<file path="src/common/gdio_pkg.sv">
// Constants, reset values and the operation summary for the digital I/O port
// Summary of operation
// - Each pin has direction, output value, pull-up and input sample bits.
// - Direction one makes the pin an output; zero disables its driver.
// - An output pin drives the output value bit onto the pad.
// - Pull-up follows its enable bit in any direction; else input floats.
// - Reset tri-states every pin at the next clock edge; it is synchronous.
// - Writing one to an input sample bit inverts the output value bit.
// - Break-before-make holds a new output tri-stated for one cycle.
// - One port-wide bit enables break-before-make for all pins.
// - Output to input switching inserts no tri-state cycle.
// - Input sample is latch open while clock high, then a register.
// - A pad change shows in the sample bit after half to 1.5 periods.
// - A software driven value shows in the sample one period later.
// - In power-down and standby the digital input is clamped to ground.
// - The sleep clamp is bypassed for pins with external interrupt enabled.
// - A high pin released from the clamp gives an edge on wake.
// - Pull-ups are disabled while reset is active.
// - Four registers per port; input sample read-only, others read/write.
// - Single bits may change without disturbing other bits of the port.
package gdio_pkg;
  localparam int unsigned GDIO_WIDTH     = 8;
  localparam logic [7:0]  GDIO_DIR_RST   = 8'h00;
  localparam logic [7:0]  GDIO_OUT_RST   = 8'h00;
  localparam logic [7:0]  GDIO_PULL_RST  = 8'h00;
  localparam logic        GDIO_BBM_RST   = 1'b0;
  localparam int unsigned GDIO_BBM_CYC   = 1;
  localparam int unsigned GDIO_READ_LAT  = 1;
endpackage : gdio_pkg

</file>
<file path="src/design/gdio_sync_bit.sv">
// Input synchronizer for one pin: clock-high latch followed by a register
`timescale 1ns/10ps
`default_nettype none
module gdio_sync_bit (
  input  wire logic sys_clk,
  input  wire logic rst,
  input  wire logic pad_in,
  output var  logic sample_reg
);
  logic latch_q;
  logic sample_next;

  // The clock-high latch is taken as a falling-edge capture: the register
  // sees the same held value, with no race at the rising edge
  always_ff @(negedge sys_clk) begin
    latch_q <= pad_in;
  end

  always_comb begin
    sample_next = latch_q;
  end

  // Second stage reads only the latch
  always_ff @(posedge sys_clk) begin
    if (rst) begin
      sample_reg <= 1'b0;
    end else begin
      sample_reg <= sample_next;
    end
  end
endmodule : gdio_sync_bit
`default_nettype wire

</file>
<file path="src/design/gdio_port.sv">
// Eight-pin general digital I/O port with break-before-make and sleep clamp
`timescale 1ns/10ps
`default_nettype none
module gdio_port #(
  parameter int unsigned WIDTH = gdio_pkg::GDIO_WIDTH
) (
  input  wire logic             sys_clk,
  input  wire logic             rst,
  input  wire logic [WIDTH-1:0] dir_wr_mask,
  input  wire logic [WIDTH-1:0] dir_wr_data,
  input  wire logic [WIDTH-1:0] out_wr_mask,
  input  wire logic [WIDTH-1:0] out_wr_data,
  input  wire logic [WIDTH-1:0] pull_wr_mask,
  input  wire logic [WIDTH-1:0] pull_wr_data,
  input  wire logic [WIDTH-1:0] toggle_wr,
  input  wire logic             bbm_wr,
  input  wire logic             bbm_wr_data,
  input  wire logic             sleep_clamp,
  input  wire logic [WIDTH-1:0] ext_irq_enable,
  input  wire logic [WIDTH-1:0] pad_in,
  output var  logic [WIDTH-1:0] pad_out,
  output var  logic [WIDTH-1:0] pad_oe,
  output var  logic [WIDTH-1:0] pad_pullup,
  output var  logic [WIDTH-1:0] port_direction_register,
  output var  logic [WIDTH-1:0] port_output_value_register,
  output var  logic [WIDTH-1:0] port_pullup_register,
  output var  logic [WIDTH-1:0] port_input_sample_register,
  output var  logic             break_before_make_enable
);

  //////////////////////////////////////////////////////////////////////////////
  // Control registers
  logic [WIDTH-1:0] dir_next;
  logic [WIDTH-1:0] out_next;
  logic [WIDTH-1:0] pull_next;
  logic             bbm_next;

  always_comb begin
    // Masked writes touch only selected bits
    dir_next  = (port_direction_register & ~dir_wr_mask)
              | (dir_wr_data & dir_wr_mask);
    pull_next = (port_pullup_register & ~pull_wr_mask)
              | (pull_wr_data & pull_wr_mask);
    out_next  = (port_output_value_register & ~out_wr_mask)
              | (out_wr_data & out_wr_mask);
    // Toggle applies after a direct write, whatever the direction
    out_next  = out_next ^ toggle_wr;
    bbm_next  = bbm_wr ? bbm_wr_data : break_before_make_enable;
  end

  always_ff @(posedge sys_clk) begin
    if (rst) begin
      port_direction_register    <= gdio_pkg::GDIO_DIR_RST;
      port_output_value_register <= gdio_pkg::GDIO_OUT_RST;
      port_pullup_register       <= gdio_pkg::GDIO_PULL_RST;
      break_before_make_enable   <= gdio_pkg::GDIO_BBM_RST;
    end else begin
      port_direction_register    <= dir_next;
      port_output_value_register <= out_next;
      port_pullup_register       <= pull_next;
      break_before_make_enable   <= bbm_next;
    end
  end

  //////////////////////////////////////////////////////////////////////////////
  // Pad drive
  // Registered pad controls keep outputs glitch free; they are built from the
  // next register values, so they change at the same edge except new outputs under break-before-make, and reset clears them synchronously
  logic [WIDTH-1:0] oe_next;
  logic [WIDTH-1:0] pout_next;
  logic [WIDTH-1:0] pup_next;
  logic [WIDTH-1:0] rising_dir;

  always_comb begin
    rising_dir = dir_next & ~port_direction_register;
    // New outputs wait one cycle under break-before-make
    // Falling direction bits release at once
    oe_next    = break_before_make_enable ? (dir_next & ~rising_dir)
                                          : dir_next;
    pout_next  = out_next;
    pup_next   = pull_next;
  end

  always_ff @(posedge sys_clk) begin
    if (rst) begin
      pad_oe     <= '0;
      pad_out    <= '0;
      pad_pullup <= '0;
    end else begin
      pad_oe     <= oe_next;
      pad_out    <= pout_next;
      pad_pullup <= pup_next;
    end
  end

  //////////////////////////////////////////////////////////////////////////////
  // Input path
  // Pad level seen by the input: driven value wins, clamp applies in sleep
  logic [WIDTH-1:0] pad_level;
  logic [WIDTH-1:0] din;

  always_comb begin
    pad_level = (pad_oe & pad_out) | (~pad_oe & pad_in);
    // Clamp to ground unless external interrupt is enabled
    // Releasing the clamp on a high pin produces a rising edge
    din = pad_level & ~({WIDTH{sleep_clamp}} & ~ext_irq_enable);
  end

  genvar gi;
  generate
    for (gi = 0; gi < WIDTH; gi++) begin : g_sync
      gdio_sync_bit u_sync (
        .sys_clk    (sys_clk),
        .rst        (rst),
        .pad_in     (din[gi]),
        .sample_reg (port_input_sample_register[gi])
      );
    end
  endgenerate

  //////////////////////////////////////////////////////////////////////////////
  // Checks
  // Reset values
  a_pins_reset: assert property (
    @(posedge sys_clk)
    rst |=>
    (pad_oe == '0 && pad_pullup == '0))
    else $error("pads not released by reset");

  a_pout_reset: assert property (
    @(posedge sys_clk)
    rst |=>
    pad_out == '0)
    else $error("pad value not cleared by reset");

  a_pull_reset: assert property (
    @(posedge sys_clk)
    rst |=>
    pad_pullup == '0)
    else $error("pull-up active during reset");

  a_regs_reset: assert property (
    @(posedge sys_clk)
    rst |=>
    (port_direction_register == '0 && !break_before_make_enable))
    else $error("control bits not zero after reset");

  a_outs_reset: assert property (
    @(posedge sys_clk)
    rst |=>
    (port_output_value_register == '0 && port_pullup_register == '0))
    else $error("value or pull-up bits not zero after reset");

  a_sample_reset: assert property (
    @(posedge sys_clk)
    rst |=>
    port_input_sample_register == '0)
    else $error("input sample not cleared by reset");

  //////////////////////////////////////////////////////////////////////////////
  // Register writes
  a_dir_write: assert property (
    @(posedge sys_clk) disable iff (rst)
    1'b1 |=>
    port_direction_register ==
      (($past(port_direction_register) & ~$past(dir_wr_mask))
       | ($past(dir_wr_data) & $past(dir_wr_mask))))
    else $error("direction write disturbed other bits");

  a_pull_write: assert property (
    @(posedge sys_clk) disable iff (rst)
    1'b1 |=>
    port_pullup_register ==
      (($past(port_pullup_register) & ~$past(pull_wr_mask))
       | ($past(pull_wr_data) & $past(pull_wr_mask))))
    else $error("pull-up write disturbed other bits");

  a_out_write: assert property (
    @(posedge sys_clk) disable iff (rst)
    toggle_wr == '0 |=>
    port_output_value_register ==
      (($past(port_output_value_register) & ~$past(out_wr_mask))
       | ($past(out_wr_data) & $past(out_wr_mask))))
    else $error("output value write disturbed other bits");

  a_toggle_inv: assert property (
    @(posedge sys_clk) disable iff (rst)
    (toggle_wr != '0 && out_wr_mask == '0) |=>
    port_output_value_register ==
      ($past(port_output_value_register) ^ $past(toggle_wr)))
    else $error("toggle did not invert output value");

  a_out_hold: assert property (
    @(posedge sys_clk) disable iff (rst)
    (toggle_wr == '0 && out_wr_mask == '0) |=>
    $stable(port_output_value_register))
    else $error("output value changed without a write");

  a_bbm_load: assert property (
    @(posedge sys_clk) disable iff (rst)
    bbm_wr |=>
    break_before_make_enable == $past(bbm_wr_data))
    else $error("break-before-make enable not written");

  a_bbm_hold: assert property (
    @(posedge sys_clk) disable iff (rst)
    !bbm_wr |=>
    $stable(break_before_make_enable))
    else $error("break-before-make enable changed alone");

  //////////////////////////////////////////////////////////////////////////////
  // Pad drive
  a_bbm_gap: assert property (
    @(posedge sys_clk) disable iff (rst)
    (break_before_make_enable && (rising_dir != '0) && !bbm_wr) |=>
    ((pad_oe & $past(rising_dir)) == '0) ##1
    ((pad_oe & $past(rising_dir, 2)) == $past(rising_dir, 2)))
    else $error("break-before-make gap wrong");

  a_make_next: assert property (
    @(posedge sys_clk) disable iff (rst)
    (break_before_make_enable && (rising_dir != '0) && !bbm_wr) |=>
    ((port_direction_register & $past(rising_dir)) == $past(rising_dir)))
    else $error("direction not taken during the gap");

  a_bbm_steady: assert property (
    @(posedge sys_clk) disable iff (rst)
    (break_before_make_enable && !bbm_wr && rising_dir == '0) |=>
    pad_oe == $past(dir_next))
    else $error("gap inserted without a new output");

  a_no_gap: assert property (
    @(posedge sys_clk) disable iff (rst)
    (!break_before_make_enable && !bbm_wr) |=>
    pad_oe == $past(dir_next))
    else $error("direction not applied in one cycle");

  a_oe_in_dir: assert property (
    @(posedge sys_clk) disable iff (rst)
    1'b1 |->
    (pad_oe & ~port_direction_register) == '0)
    else $error("input pin still driven");

  a_release_now: assert property (
    @(posedge sys_clk) disable iff (rst)
    ((port_direction_register & ~dir_next) != '0) |=>
    ((pad_oe & $past(port_direction_register & ~dir_next)) == '0))
    else $error("output to input delayed");

  a_drive_value: assert property (
    @(posedge sys_clk) disable iff (rst)
    ##1 pad_out == $past(out_next))
    else $error("pad value not output register");

  a_drive_reg: assert property (
    @(posedge sys_clk) disable iff (rst)
    1'b1 |->
    pad_out == port_output_value_register)
    else $error("pad value differs from output value bits");

  a_pullup_follow: assert property (
    @(posedge sys_clk) disable iff (rst)
    ##1 pad_pullup == $past(pull_next))
    else $error("pull-up not following enable");

  a_pull_reg: assert property (
    @(posedge sys_clk) disable iff (rst)
    1'b1 |->
    pad_pullup == port_pullup_register)
    else $error("pull-up differs from enable bits");

  //////////////////////////////////////////////////////////////////////////////
  // Input path
  a_clamp_low: assert property (
    @(posedge sys_clk) disable iff (rst)
    (sleep_clamp && ext_irq_enable == '0) [*2] |=>
    port_input_sample_register == '0)
    else $error("clamped input not low");

  a_awake_pass: assert property (
    @(posedge sys_clk) disable iff (rst)
    !sleep_clamp |->
    din == pad_level)
    else $error("input blocked while awake");

  a_bypass: assert property (
    @(posedge sys_clk) disable iff (rst)
    1'b1 |->
    (din & ext_irq_enable) == (pad_level & ext_irq_enable))
    else $error("clamp applied to interrupt pin");

  a_wake_pass: assert property (
    @(posedge sys_clk) disable iff (rst)
    $fell(sleep_clamp) |->
    din == pad_level)
    else $error("clamp not released on wake");

  // Bits that held still over the last cycle must already be sampled
  a_sample_track: assert property (
    @(posedge sys_clk) disable iff (rst)
    !$past(rst) |->
    ((port_input_sample_register ^ din) & ~(din ^ $past(din))) == '0)
    else $error("input sample lags a steady pin");

  c_bbm_out: cover property (@(posedge sys_clk)
    break_before_make_enable && rising_dir != '0);
  c_toggle: cover property (@(posedge sys_clk) toggle_wr != '0);
  c_clamp_bypass: cover property (@(posedge sys_clk)
    sleep_clamp && ext_irq_enable != '0);
  c_wake: cover property (@(posedge sys_clk)
    $fell(sleep_clamp));
  c_release: cover property (@(posedge sys_clk)
    (port_direction_register & ~dir_next) != '0);

endmodule : gdio_port
`default_nettype wire

</file>
<file path="config.mk">
export PLATFORM = sky130hd
export DESIGN_NAME = gdio_port
export DESIGN_NICKNAME = d
export VERILOG_FILES = /design/src/common/gdio_pkg.sv /design/src/design/gdio_sync_bit.sv /design/src/design/gdio_port.sv
export SDC_FILE = /design/constraint.sdc
export NUM_CORES = 1
export LEC_CHECK = 0
export ABC_AREA = 0
export BUFFER_PORTS_ARGS = -buffer_cell sky130_fd_sc_hd__clkbuf_2
export CORE_MARGIN = 3
export CORE_UTILIZATION = 45
export CTS_CLUSTER_DIAMETER = 200
export DETAILED_ROUTE_END_ITERATION = 6
export PLACE_DENSITY = 0.85
export SETUP_SLACK_MARGIN = 0.4
export SKIP_CTS_REPAIR_TIMING = 1
export SLEW_MARGIN = 10
export SYNTH_ARGS = -nofsm -noshare
export SYNTH_HDL_FRONTEND = slang
export SYNTH_SLANG_ARGS = --single-unit
</file>
<file path="constraint.sdc">
create_clock -name sys_clk -period 2.3 [get_ports sys_clk]
set_input_delay 0.115 -clock sys_clk [delete_from_list [all_inputs] [get_ports sys_clk]]
set_output_delay 0.115 -clock sys_clk [all_outputs]
set_load 0.01 [all_outputs]
</file>
==> reports/results.env, run 1 <==
SYNTHCELLS=210
CLKLATENCYLATEPIN_PS=350
REG2REG_SLACK_PS=470
DRIVE_ABOVE_1_SHARE_PCT=45.29
INITIALDRTVIOLATIONCOUNT=61
BUFFER_PORTS.INSERTED=133
INITIAL_ANTENNA_VIOLATION_COUNT=0
P_TOTAL_mW=1.787
CTS_SINKS=49
FP.COREAREA_UM2=4414
RATIO_OF_TOTAL_POWER_TO_CELL_AREA_nW_PER_UM2=661.5
DP.FINAL_HPWL_UM=3690
SYN_NETS=287
FP.DIEAREA_UM2=5455
FINALHOLDVIOLCOUNT=0
VIAS_PER_CELL=4.711
GRT_OVERFLOW=0
HOLD-PATH-CELL-COUNT=3
P_INT_mW=1.301
CTS_TREE='yes'
TIGHTEST_SLEW_PS=885.6
VIAS=1795
POSTSYNTHAREAPERCELL_UM2=9.867
REG2REG_DEPTH=2
DRC=0
TIMING.CRITICAL_PATH.FROM_TYPE='register'
H_TREE_DEPTH=2
SYNTH_SEQUENTIAL_AREA_RATIO_PCT=47.34
YOSYSTOPAREACELL='dfxtp_1'
OUTCOME='finished clean'
BOUNDARYPINS=134
FINCLKSKEW_PS=60.17
CLOCKPOWERSHARE_PCT=29.9
FIN_SETUP_TNS_PS=0
WORST-ENDPOINT-ARRIVAL_PS=910
PLACE.DETAILED.INSTANCES=366
VDD_IR_DROP_MAX_V=0.0002709
YS_FF_LATCH=49
LAYOUT.FILLER_CELLS=376
RSZ0062_AT_GRT='false'
FP.DIEH_UM=73.86
WL_PER_CELL_UM=11.85
TIMING.HOLD.WORST.CLASS='input pin to register'
PLACEMENT.SETUP.WORST_SLACK_PS=432.3
SWITCHING_SHARE_PCT=27.18
MOSTFREQUENTLAYOUTCELLS='133 x clkbuf_2, 49 x dfxtp_1, 33 x mux2i_1, 32 x inv_1, 25 x nor2_1'
SEQ_POWER_SHARE_PCT=53.2
MOSTFREQUENTLAYOUTCELL='clkbuf_2'
DETAIL-ROUTE-ANTENNA-NETS=0
TOTALWIRELENGTH_UM=4514
KIND_OF_END_POINT_OF_THE_CRITICAL_PATH='register'
CTSLONGESTPATHBUFFERS=2
CRIT_FANOUT=2
DETAILED_ROUTING_ITERATION_COUNT_FOR_THE_PRE_ANTENNA_REPAIR_PASS=4
PLACE.GP.CONGESTION=0.7445
TRACK_USAGE_PCT=16.69
YS_TYPES=14
YOSYS_WARNINGS=0
FINAL-SETUP-VIOL-COUNT=0
CTS_BUFS_INSERTED=5
CTS.ROOT.BUFFER_CELL='clkbuf_8'
FIN_WS_PS=469.0
SYNTH_TOP_CELLS_BY_AREA='dfxtp_1 47%, mux2i_1 16%, buf_4 9.4%, nor2b_1 4.8%, inv_1 4.5%'
FINAL_CELLS=381
SYNTH_TOP_AREA_SHARE_PCT=47.34
MAX_CAP_VIOLATIONS=0
SHARE_COMB_OF_TOTAL_POWER_PCT=16.9
R2R_START='pad_oe[3]'
FIRST_GLOBAL_VIAS=1691
P_LEAK_nW=1.519
GRT_MAX_DEGREE=46
START_UTIL_PCT=46.94
GLOBAL_ROUTE_WIRE_LENGTH_BEFORE_REPAIR_UM=7093
CRITICAL_PATH.REG2REG.ENDPOINT='g_sync[3].u_sync.latch_q'
TOTAL_SWITCHING_POWER_mW=0.4858
FINAL_NETS=405
DIE-WIDTH_UM=73.86
CP_DATA_REQUIRED_TIME_PS=1380
CRITICALPATHCATEGORY='register to register'
ANTENNADIODECOUNT=0
HOLD_START='pull_wr_data[2]'
NUMBER_OF_SLEW_LIMIT_VIOLATIONS_IN_THE_FINAL_REPORT=0
CLKTRANSATPATHREGS_PS=90
AREA_ADDED_BETWEEN_SYNTHESIS_AND_FINISH_PCT=30.37
SYN_AREA_UM2=2072
FP-ROW-COUNT=24
SLEW_HEADROOM_PCT=40.96
## metal layers
metal	vias up	track usage, %	share of wire [%]
met2	83	29.53	53
met1	822	19.30	38
met3	4	4.925	8.9
met4	0	4.829	0.62
li1	886	-	-
met5	-	0	0
## power groups by stage
stage | logic [mW] | clock network, mW | registers [mW]
floorplan | 0.171 | 0.0241 | 0.982
global placement | 0.300 | 0.0241 | 0.965
detailed placement | 0.306 | 0.0241 | 0.970
CTS | 0.308 | 0.557 | 0.951
global route | 0.336 | 0.610 | 0.960
finish | 0.303 | 0.534 | 0.950
## worst max path at each step
stage / start / endpoint
3_5_place_dp: pad_oe[6] / g_sync[6].u_sync.latch_q
6_report: pad_oe[3] / g_sync[3].u_sync.latch_q
4_1_cts: pad_oe[4] / g_sync[4].u_sync.latch_q
2_1_floorplan: pad_oe[0] / g_sync[0].u_sync.latch_q
5_1_grt: pad_oe[7] / g_sync[7].u_sync.latch_q
3_3_place_gp: pad_oe[4] / g_sync[4].u_sync.latch_q
## cells by family after synthesis
group           Yosys count  share of synthesized area, %
compound gates           16                         5.314
buf+inv                  55                         15.10
flops                    49                         47.34
mux                      41                         20.29
simple gates             49                         11.96
## per-stage QoR
step / util [%] / hold WS, ps / cell area [µm²]
5_1_grt: 61.20 / 39.21 / 2701
2_1_floorplan: - / 224.8 / 2072
6_report: 61.20 / 49.42 / 2701
4_1_cts: 61.20 / 42.00 / 2701
3_5_place_dp: 58.70 / 362.6 / 2591
3_3_place_gp: 58.70 / 346.0 / 2591
## cells in the mapped netlist (all sizes together)
cell type   n
a21oi       8
a221oi      8
buf        28
clkbuf      2
dfxtp      49
inv        25
mux2        8
mux2i      33
nand2b      5
nor2       25
nor2b      16
or2b        3
## critical path, stage by stage, from the launching register on
cell and delay [ps]:
dfxtp_1 360, mux2i_1 200, a21oi_1 50
## area by class of cell
cell class              count  area (µm²)  share of cell area (%)
multi-input cells         106       778.2                   28.81
clock inverters            11       45.04                   1.667
inverters                  24       90.09                   3.335
clock buffers               5       68.82                   2.547
repair buffers            134       673.1                   24.92
well taps                  52       65.06                   2.409
flip-flops and latches     49       980.9                   36.31
Note: power is estimated with default switching activity, not from simulation.
==> run 2: changes to the inputs <==
Settings changed: ABC_AREA 0 to 1, CORE_UTILIZATION 45 to 38, PLACE_DENSITY 0.85 to 0.76.
Clock period 2.3 ns to 1.5 ns, I/O delays scaled along.
==> run 2 against run 1 <==
Against the previous run:
- register-to-register slack lost 340 ps
- sequential share of layout area shrank 2.2 points
- critical path depth up 1
- the flow now finishes with violations (negative hold slack)
- highest routed layer unchanged
- setup slack worse by 340 ps
- die area grew 16%
- final cell count increased by 27%
- worst hold slack got worse by 63 ps
- utilization fell by 4.8 points
- via count is 16% higher
- critical path type unchanged
- combinational power up 67%
- first-iteration DRC count fell by 25%
==> reports/results.env, run 2 <==
OUTCOME='finished, violations left'
FAILED_CHECKS='negative hold slack'
TOTALWIRELENGTH_UM=5104
H_TREE_DEPTH=2
FINAL_NETS=488
TIGHTEST_SLEW_PS=366.6
DETAILED_ROUTING_ITERATION_COUNT_FOR_THE_PRE_ANTENNA_REPAIR_PASS=4
SYNTH_SEQUENTIAL_AREA_RATIO_PCT=47.72
LAYOUT.FILLER_CELLS=506
P_TOTAL_mW=2.801
DIE-WIDTH_UM=79.55
PLACE.GP.CONGESTION=0.7463
DR_WL_MET2_UM=2542
YS_TYPES=17
YS_FF_LATCH=49
GRT_MAX_DEGREE=17
RSZ0062_AT_GRT='true'
POSTSYNTHAREAPERCELL_UM2=7.421
P_LEAK_nW=1.677
FIN_WORST_HOLD_SLACK_PS=-13.42
INITIALDRTVIOLATIONCOUNT=46
CTS_SINKS=49
DRIVE_ABOVE_1_SHARE_PCT=43.20
PLACE.DETAILED.INSTANCES=453
MET3WIRELENGTH_UM=443
WORST-ENDPOINT-ARRIVAL_PS=870
CTS_TREE='yes'
SYNTH_EDF_COUNT=0
DP.FINAL_HPWL_UM=3891
INITIAL_ANTENNA_VIOLATION_COUNT=0
ANTENNADIODECOUNT=0
FINCLKSKEW_PS=57.17
TRACK_USAGE_PCT=14.26
SWITCHING_SHARE_PCT=28.28
YOSYS_WARNINGS=0
VDD_IR_DROP_MAX_V=0.0005440
AREA_ADDED_BETWEEN_SYNTHESIS_AND_FINISH_PCT=41.94
REG2REG_DEPTH=3
SYN_NETS=354
KIND_OF_END_POINT_OF_THE_CRITICAL_PATH='register'
DRC=0
WL_PER_CELL_UM=10.59
SYN_AREA_UM2=2056
YOSYSTOPAREACELL='dfxtp_1'
ASYNC_FLOP_SHARE_PCT=0
TIMING.HOLD.WORST.CLASS='input pin to register'
BOUNDARYPINS=134
FP.DIEH_UM=79.55
GRT_OVERFLOW=0
MAX_CAP_VIOLATIONS=0
CTS.ROOT.BUFFER_CELL='clkbuf_8'
VIAS=2089
SYNTH_TOP_AREA_SHARE_PCT=47.72
START_UTIL_PCT=39.74
RATIO_OF_TOTAL_POWER_TO_CELL_AREA_nW_PER_UM2=960.0
DETAIL-ROUTE-ANTENNA-NETS=0
SLEW_HEADROOM_PCT=75.56
FIN_WS_PS=125.6
SEQ_POWER_SHARE_PCT=52.1
VIAS_PER_CELL=4.334
GLOBAL_ROUTE_WIRE_LENGTH_BEFORE_REPAIR_UM=7044
CLOCKPOWERSHARE_PCT=29.8
MOSTFREQUENTLAYOUTCELL='clkbuf_2'
FINAL-SETUP-VIOL-COUNT=0
TOTAL_SWITCHING_POWER_mW=0.7923
CTS_BUFS_INSERTED=5
FP-ROW-COUNT=26
CTSLONGESTPATHBUFFERS=2
NUMBER_OF_SLEW_LIMIT_VIOLATIONS_IN_THE_FINAL_REPORT=0
CLKLATENCYLATEPIN_PS=350
TIMING.CRITICAL_PATH.FROM_TYPE='register'
POST_SYNTH_TOP_CELLS='50 x inv_1, 50 x nand2_1, 49 x dfxtp_1, 40 x nor2_1'
FIN_SETUP_TNS_PS=0
TOPROUTINGLAYERUSED='met4'
CLKTRANSATPATHREGS_PS=90
FP.COREAREA_UM2=5172
MOSTFREQUENTLAYOUTCELLS='133 x clkbuf_2, 51 x inv_1, 50 x nand2_1, 38 x dfxtp_1, 36 x nor2_1'
FINALHOLDVIOLCOUNT=2
P_INT_mW=2.009
CRIT_FANOUT=3
SYNTH_TOP_CELLS_BY_AREA='dfxtp_1 48%, inv_1 9.1%, nand2_1 9.1%, buf_4 8.8%, nor2_1 7.3%'
SYNTH-MAIN-FF-CELL='dfxtp_1'
FINAL_CELLS=482
PLACEMENT.SETUP.WORST_SLACK_PS=79.76
CP_DATA_REQUIRED_TIME_PS=990
SHARE_COMB_OF_TOTAL_POWER_PCT=18.0
BUFFER_PORTS.INSERTED=133
FIRST_GLOBAL_VIAS=1679
FP.DIEAREA_UM2=6328
CRITICALPATHCATEGORY='register to register'
SYNTHCELLS=277
MET1_ROUTED_LENGTH_UM=2016
HOLD-PATH-CELL-COUNT=3
run 2: power by group through the flow:
stage / Clock [mW] / Combinational [mW] / Sequential (mW)
after detailed placement: 0.0370 / 0.462 / 1.48
after CTS: 0.878 / 0.464 / 1.45
after floorplan: 0.0370 / 0.263 / 1.50
after global placement: 0.0370 / 0.451 / 1.48
after global routing: 0.966 / 0.564 / 1.47
final: 0.836 / 0.505 / 1.46
run 2: cell type report:
| cell class | count | area (µm²) | area share, % |
|---|---|---|---|
| inverter | 51 | 196.4 | 6.732 |
| sequential | 49 | 994.7 | 34.09 |
| clock buffer | 6 | 72.57 | 2.487 |
| multi-input combinational | 148 | 710.7 | 24.36 |
| clock inverter | 10 | 45.04 | 1.544 |
| timing repair buffer | 148 | 810.8 | 27.79 |
| tap | 70 | 87.58 | 3.002 |
run 2: cell families (layout without fill, tap and decap cells):
kind of cell	count (synthesis)	count (layout)	share of synthesized area (%)
buf+inv	80	215	20.51
compound gates	49	49	13.09
simple gates	99	99	18.69
flops	49	49	47.72
run 2: critical path: stages (launching register included):
cell and delay (ps):
dfxtp_2 350, inv_2 40, o22ai_2 130, nor2_1 50
run 2: path summary, 6_finish.rpt:
| kind | start | end | slack, ps |
|---|---|---|---|
| setup / recovery | pad_oe[1] | g_sync[1].u_sync.latch_q | 130 |
| hold / removal | pull_wr_data[1] | register | -10 |
| hold reg to reg | port_direction_register[5] | port_direction_register[5] | 500 |
| setup reg to reg | pad_oe[1] | g_sync[1].u_sync.latch_q | 130 |
run 2: stage by stage:
step	area, µm²	util, %
global placement	2606	50.39
floorplan	2067	-
finish	2918	56.41
detailed placement	2606	50.39
CTS	2720	52.59
global route	2918	56.41
run 2: routing by layer:
metal | up-vias | track usage [%]
li1 | 1094 | -
met1 | 899 | 16.82
met2 | 85 | 23.79
met3 | 11 | 4.289
met4 | 0 | 6.186
met5 | - | 0
==> run 3: changes to the inputs <==
Settings changed: SYNTH_HIERARCHICAL set to 1.
==> run 3 against run 2 <==
Against the previous run:
- the flow still finishes with violations (negative hold slack)
- sequential power about the same
- critical endpoint is now g_sync[1].u_sync/latch_q
- sequential cell count unchanged
- wire length down 0.69%
- global-route usage rose by 0.85 points
==> reports/results.env, run 3 <==
OUTCOME='finished, violations left'
FAILED_CHECKS='negative hold slack'
FINCLKSKEW_PS=59.48
CRIT_FANOUT=3
SYNTH_TOP_CELLS_BY_AREA='dfxtp_1 48%, inv_1 11%, nand2_1 9.2%, a21oi_1 5.9%, buf_4 5.9%'
MAX_CAP_VIOLATIONS=0
CTS.ROOT.BUFFER_CELL='clkbuf_8'
SYN_AREA_UM2=2037
DETAILED_ROUTING_ITERATION_COUNT_FOR_THE_PRE_ANTENNA_REPAIR_PASS=4
RSZ0062_AT_GRT='true'
FP.DIEAREA_UM2=6275
CTS_TREE='yes'
FIN_WS_PS=117.5
TIMING.CRITICAL_PATH.FROM_TYPE='register'
SHARE_COMB_OF_TOTAL_POWER_PCT=16.6
FINAL_NETS=488
CRITICALPATHCATEGORY='register to register'
AREA_ADDED_BETWEEN_SYNTHESIS_AND_FINISH_PCT=43.43
TIGHTEST_SLEW_PS=424.1
PLACE.DETAILED.INSTANCES=460
RATIO_OF_TOTAL_POWER_TO_CELL_AREA_nW_PER_UM2=1025
VIAS_PER_CELL=4.305
GRT_OVERFLOW=0
SYNTH_SEQUENTIAL_AREA_RATIO_PCT=48.16
POST_SYNTH_TOP_CELLS='57 x inv_1, 50 x nand2_1, 49 x dfxtp_1, 32 x nor2_1, 24 x a21oi_1'
KIND_OF_END_POINT_OF_THE_CRITICAL_PATH='register'
CPPEAKSTAGEDELAY_PS=350
PLACE.GP.CONGESTION=0.6905
CP_DATA_REQUIRED_TIME_PS=980
TOTALWIRELENGTH_UM=5069
BOUNDARYPINS=134
FIN_SETUP_TNS_PS=0
FIRST_GLOBAL_VIAS=1809
YS_TYPES=17
P_INT_mW=2.212
DP.FINAL_HPWL_UM=3888
CLKTRANSATPATHREGS_PS=90
DIE-WIDTH_UM=79.22
VDD_IR_DROP_MAX_V=0.0005024
TOTAL_SWITCHING_POWER_mW=0.7808
INITIALDRTVIOLATIONCOUNT=50
VIAS=2075
DRC=0
DETAILED_PLACE.AREA_UM2=2653
CTSLONGESTPATHBUFFERS=2
START_UTIL_PCT=39.63
SLEW_HEADROOM_PCT=71.72
FINISH.INSTANCE_AREA_UM2=2922
WL_PER_CELL_UM=10.52
CLKLATENCYLATEPIN_PS=350
H_TREE_DEPTH=2
SYNTHCELLS=275
INITIAL_ANTENNA_VIOLATION_COUNT=0
MOSTFREQUENTLAYOUTCELL='clkbuf_2'
ASYNC_FLOP_SHARE_PCT=0
PLACEMENT.SETUP.WORST_SLACK_PS=79.96
FP.DIEH_UM=79.22
CLOCKPOWERSHARE_PCT=34.7
CTS_BUFS_INSERTED=5
SYNTH_TOP_AREA_SHARE_PCT=48.16
POSTSYNTHAREAPERCELL_UM2=7.407
FP.COREAREA_UM2=5140
P_TOTAL_mW=2.993
YOSYS_WARNINGS=6
SWITCHING_SHARE_PCT=26.09
CRIT_PATH_TOP_DELAY_CELL='dfxtp_2'
GLOBAL_ROUTE_WIRE_LENGTH_BEFORE_REPAIR_UM=7645
MOST_COMMON_CELL_IN_THE_SYNTHESIZED_NETLIST='inv_1'
FINAL-SETUP-VIOL-COUNT=0
DRIVE_ABOVE_1_SHARE_PCT=41.99
YOSYSTOPAREACELL='dfxtp_1'
FINALHOLDVIOLCOUNT=2
BUFFER_PORTS.INSERTED=133
LAYOUT.FILLER_CELLS=484
ANTENNADIODECOUNT=0
TIMING.HOLD.WORST.CLASS='input pin to register'
SEQ_POWER_SHARE_PCT=48.8
P_LEAK_nW=1.675
TRACK_USAGE_PCT=15.11
FP-ROW-COUNT=26
DETAIL-ROUTE-ANTENNA-NETS=0
SYN_NETS=352
SYNTH-MAIN-FF-CELL='dfxtp_1'
FINAL_CELLS=482
CTS_SINKS=49
GRT_MAX_DEGREE=17
YS_FF_LATCH=49
NUMBER_OF_SLEW_LIMIT_VIOLATIONS_IN_THE_FINAL_REPORT=0
SYNTH_EDF_COUNT=0
FIN_WORST_HOLD_SLACK_PS=-14.54
WORST-ENDPOINT-ARRIVAL_PS=860
MOSTFREQUENTLAYOUTCELLS='133 x clkbuf_2, 54 x inv_1, 50 x nand2_1, 37 x dfxtp_1, 31 x nor2_1'
SEQUENCE_OF_CELLS_ON_THE_CRITICAL_PATH='inv_1 > o22ai_1 > nor2_1'
-- run 3: cell types whose count changed in the layout (fill, tap and decap cells not counted), moves of 3 or more --
cell | previous run | this run
inv_1 | 51 | 54
inv_2 | 7 | 4
o22ai_2 | 7 | 1
o22ai_1 | 0 | 6
nor2_2 | 5 | 10
nor2_1 | 36 | 31
-- run 3: layout make-up --
| cell class | count | area [µm²] | area share [%] |
|---|---|---|---|
| flip-flops and latches | 49 | 996.0 | 34.09 |
| well taps | 70 | 87.58 | 2.998 |
| clock buffers | 7 | 86.33 | 2.955 |
| inverters | 51 | 196.4 | 6.724 |
| clock inverters | 9 | 60.06 | 2.056 |
| multi-input cells | 148 | 681.9 | 23.34 |
| repair buffers | 148 | 813.3 | 27.84 |
-- run 3: power by group through the flow --
| stage | Sequential [mW] | Clock [mW] | Combinational, mW |
|---|---|---|---|
| 3_5_place_dp | 1.48 | 0.0668 | 0.469 |
| 5_1_grt | 1.47 | 1.14 | 0.559 |
| 2_1_floorplan | 1.51 | 0.0668 | 0.238 |
| 4_1_cts | 1.46 | 1.07 | 0.470 |
| 6_report | 1.46 | 1.04 | 0.496 |
| 3_3_place_gp | 1.48 | 0.0668 | 0.460 |
-- run 3: kinds of logic after synthesis --
logic type | after synthesis | synth area share (%)
buffers and inverters | 78 | 18.80
AND/OR/NAND/NOR | 99 | 19.84
AO/OA/AOI/OAI | 49 | 13.21
flip-flops | 49 | 48.16
-- run 3: worst max-delay path: cells and delay by family, from the launching register on --
family | cells | cell delay [ps]
and+or+nand+nor | 1 | 50
buffers and inverters | 1 | 40
AOI/OAI and AO/OA | 1 | 130
DFF | 1 | 350
-- run 3: through the flow --
step	hold slack, ps	utilization [%]
3_3_place_gp	264.6	51.61
6_report	-14.54	56.84
5_1_grt	-0.4788	56.84
2_1_floorplan	141.9	-
3_5_place_dp	271.2	51.61
4_1_cts	-52.04	53.87
-- run 3: final timing paths --
check,from,cells past startpoint,slack (ps),end
setup / recovery,pad_oe[1],3,120,g_sync[1].u_sync/latch_q
hold / removal,pull_wr_data[7],3,-10,register
setup reg to reg,pad_oe[1],3,120,g_sync[1].u_sync/latch_q
hold reg to reg,port_direction_register[2],2,500,port_direction_register[2]
-- run 3: metal layers --
layer,up-vias,routed length [µm],track usage [%]
met5,-,0,0
met3,5,422,3.855
met4,0,33,3.608
li1,1097,-,-
met1,886,2117,18.03
met2,87,2495,27.02
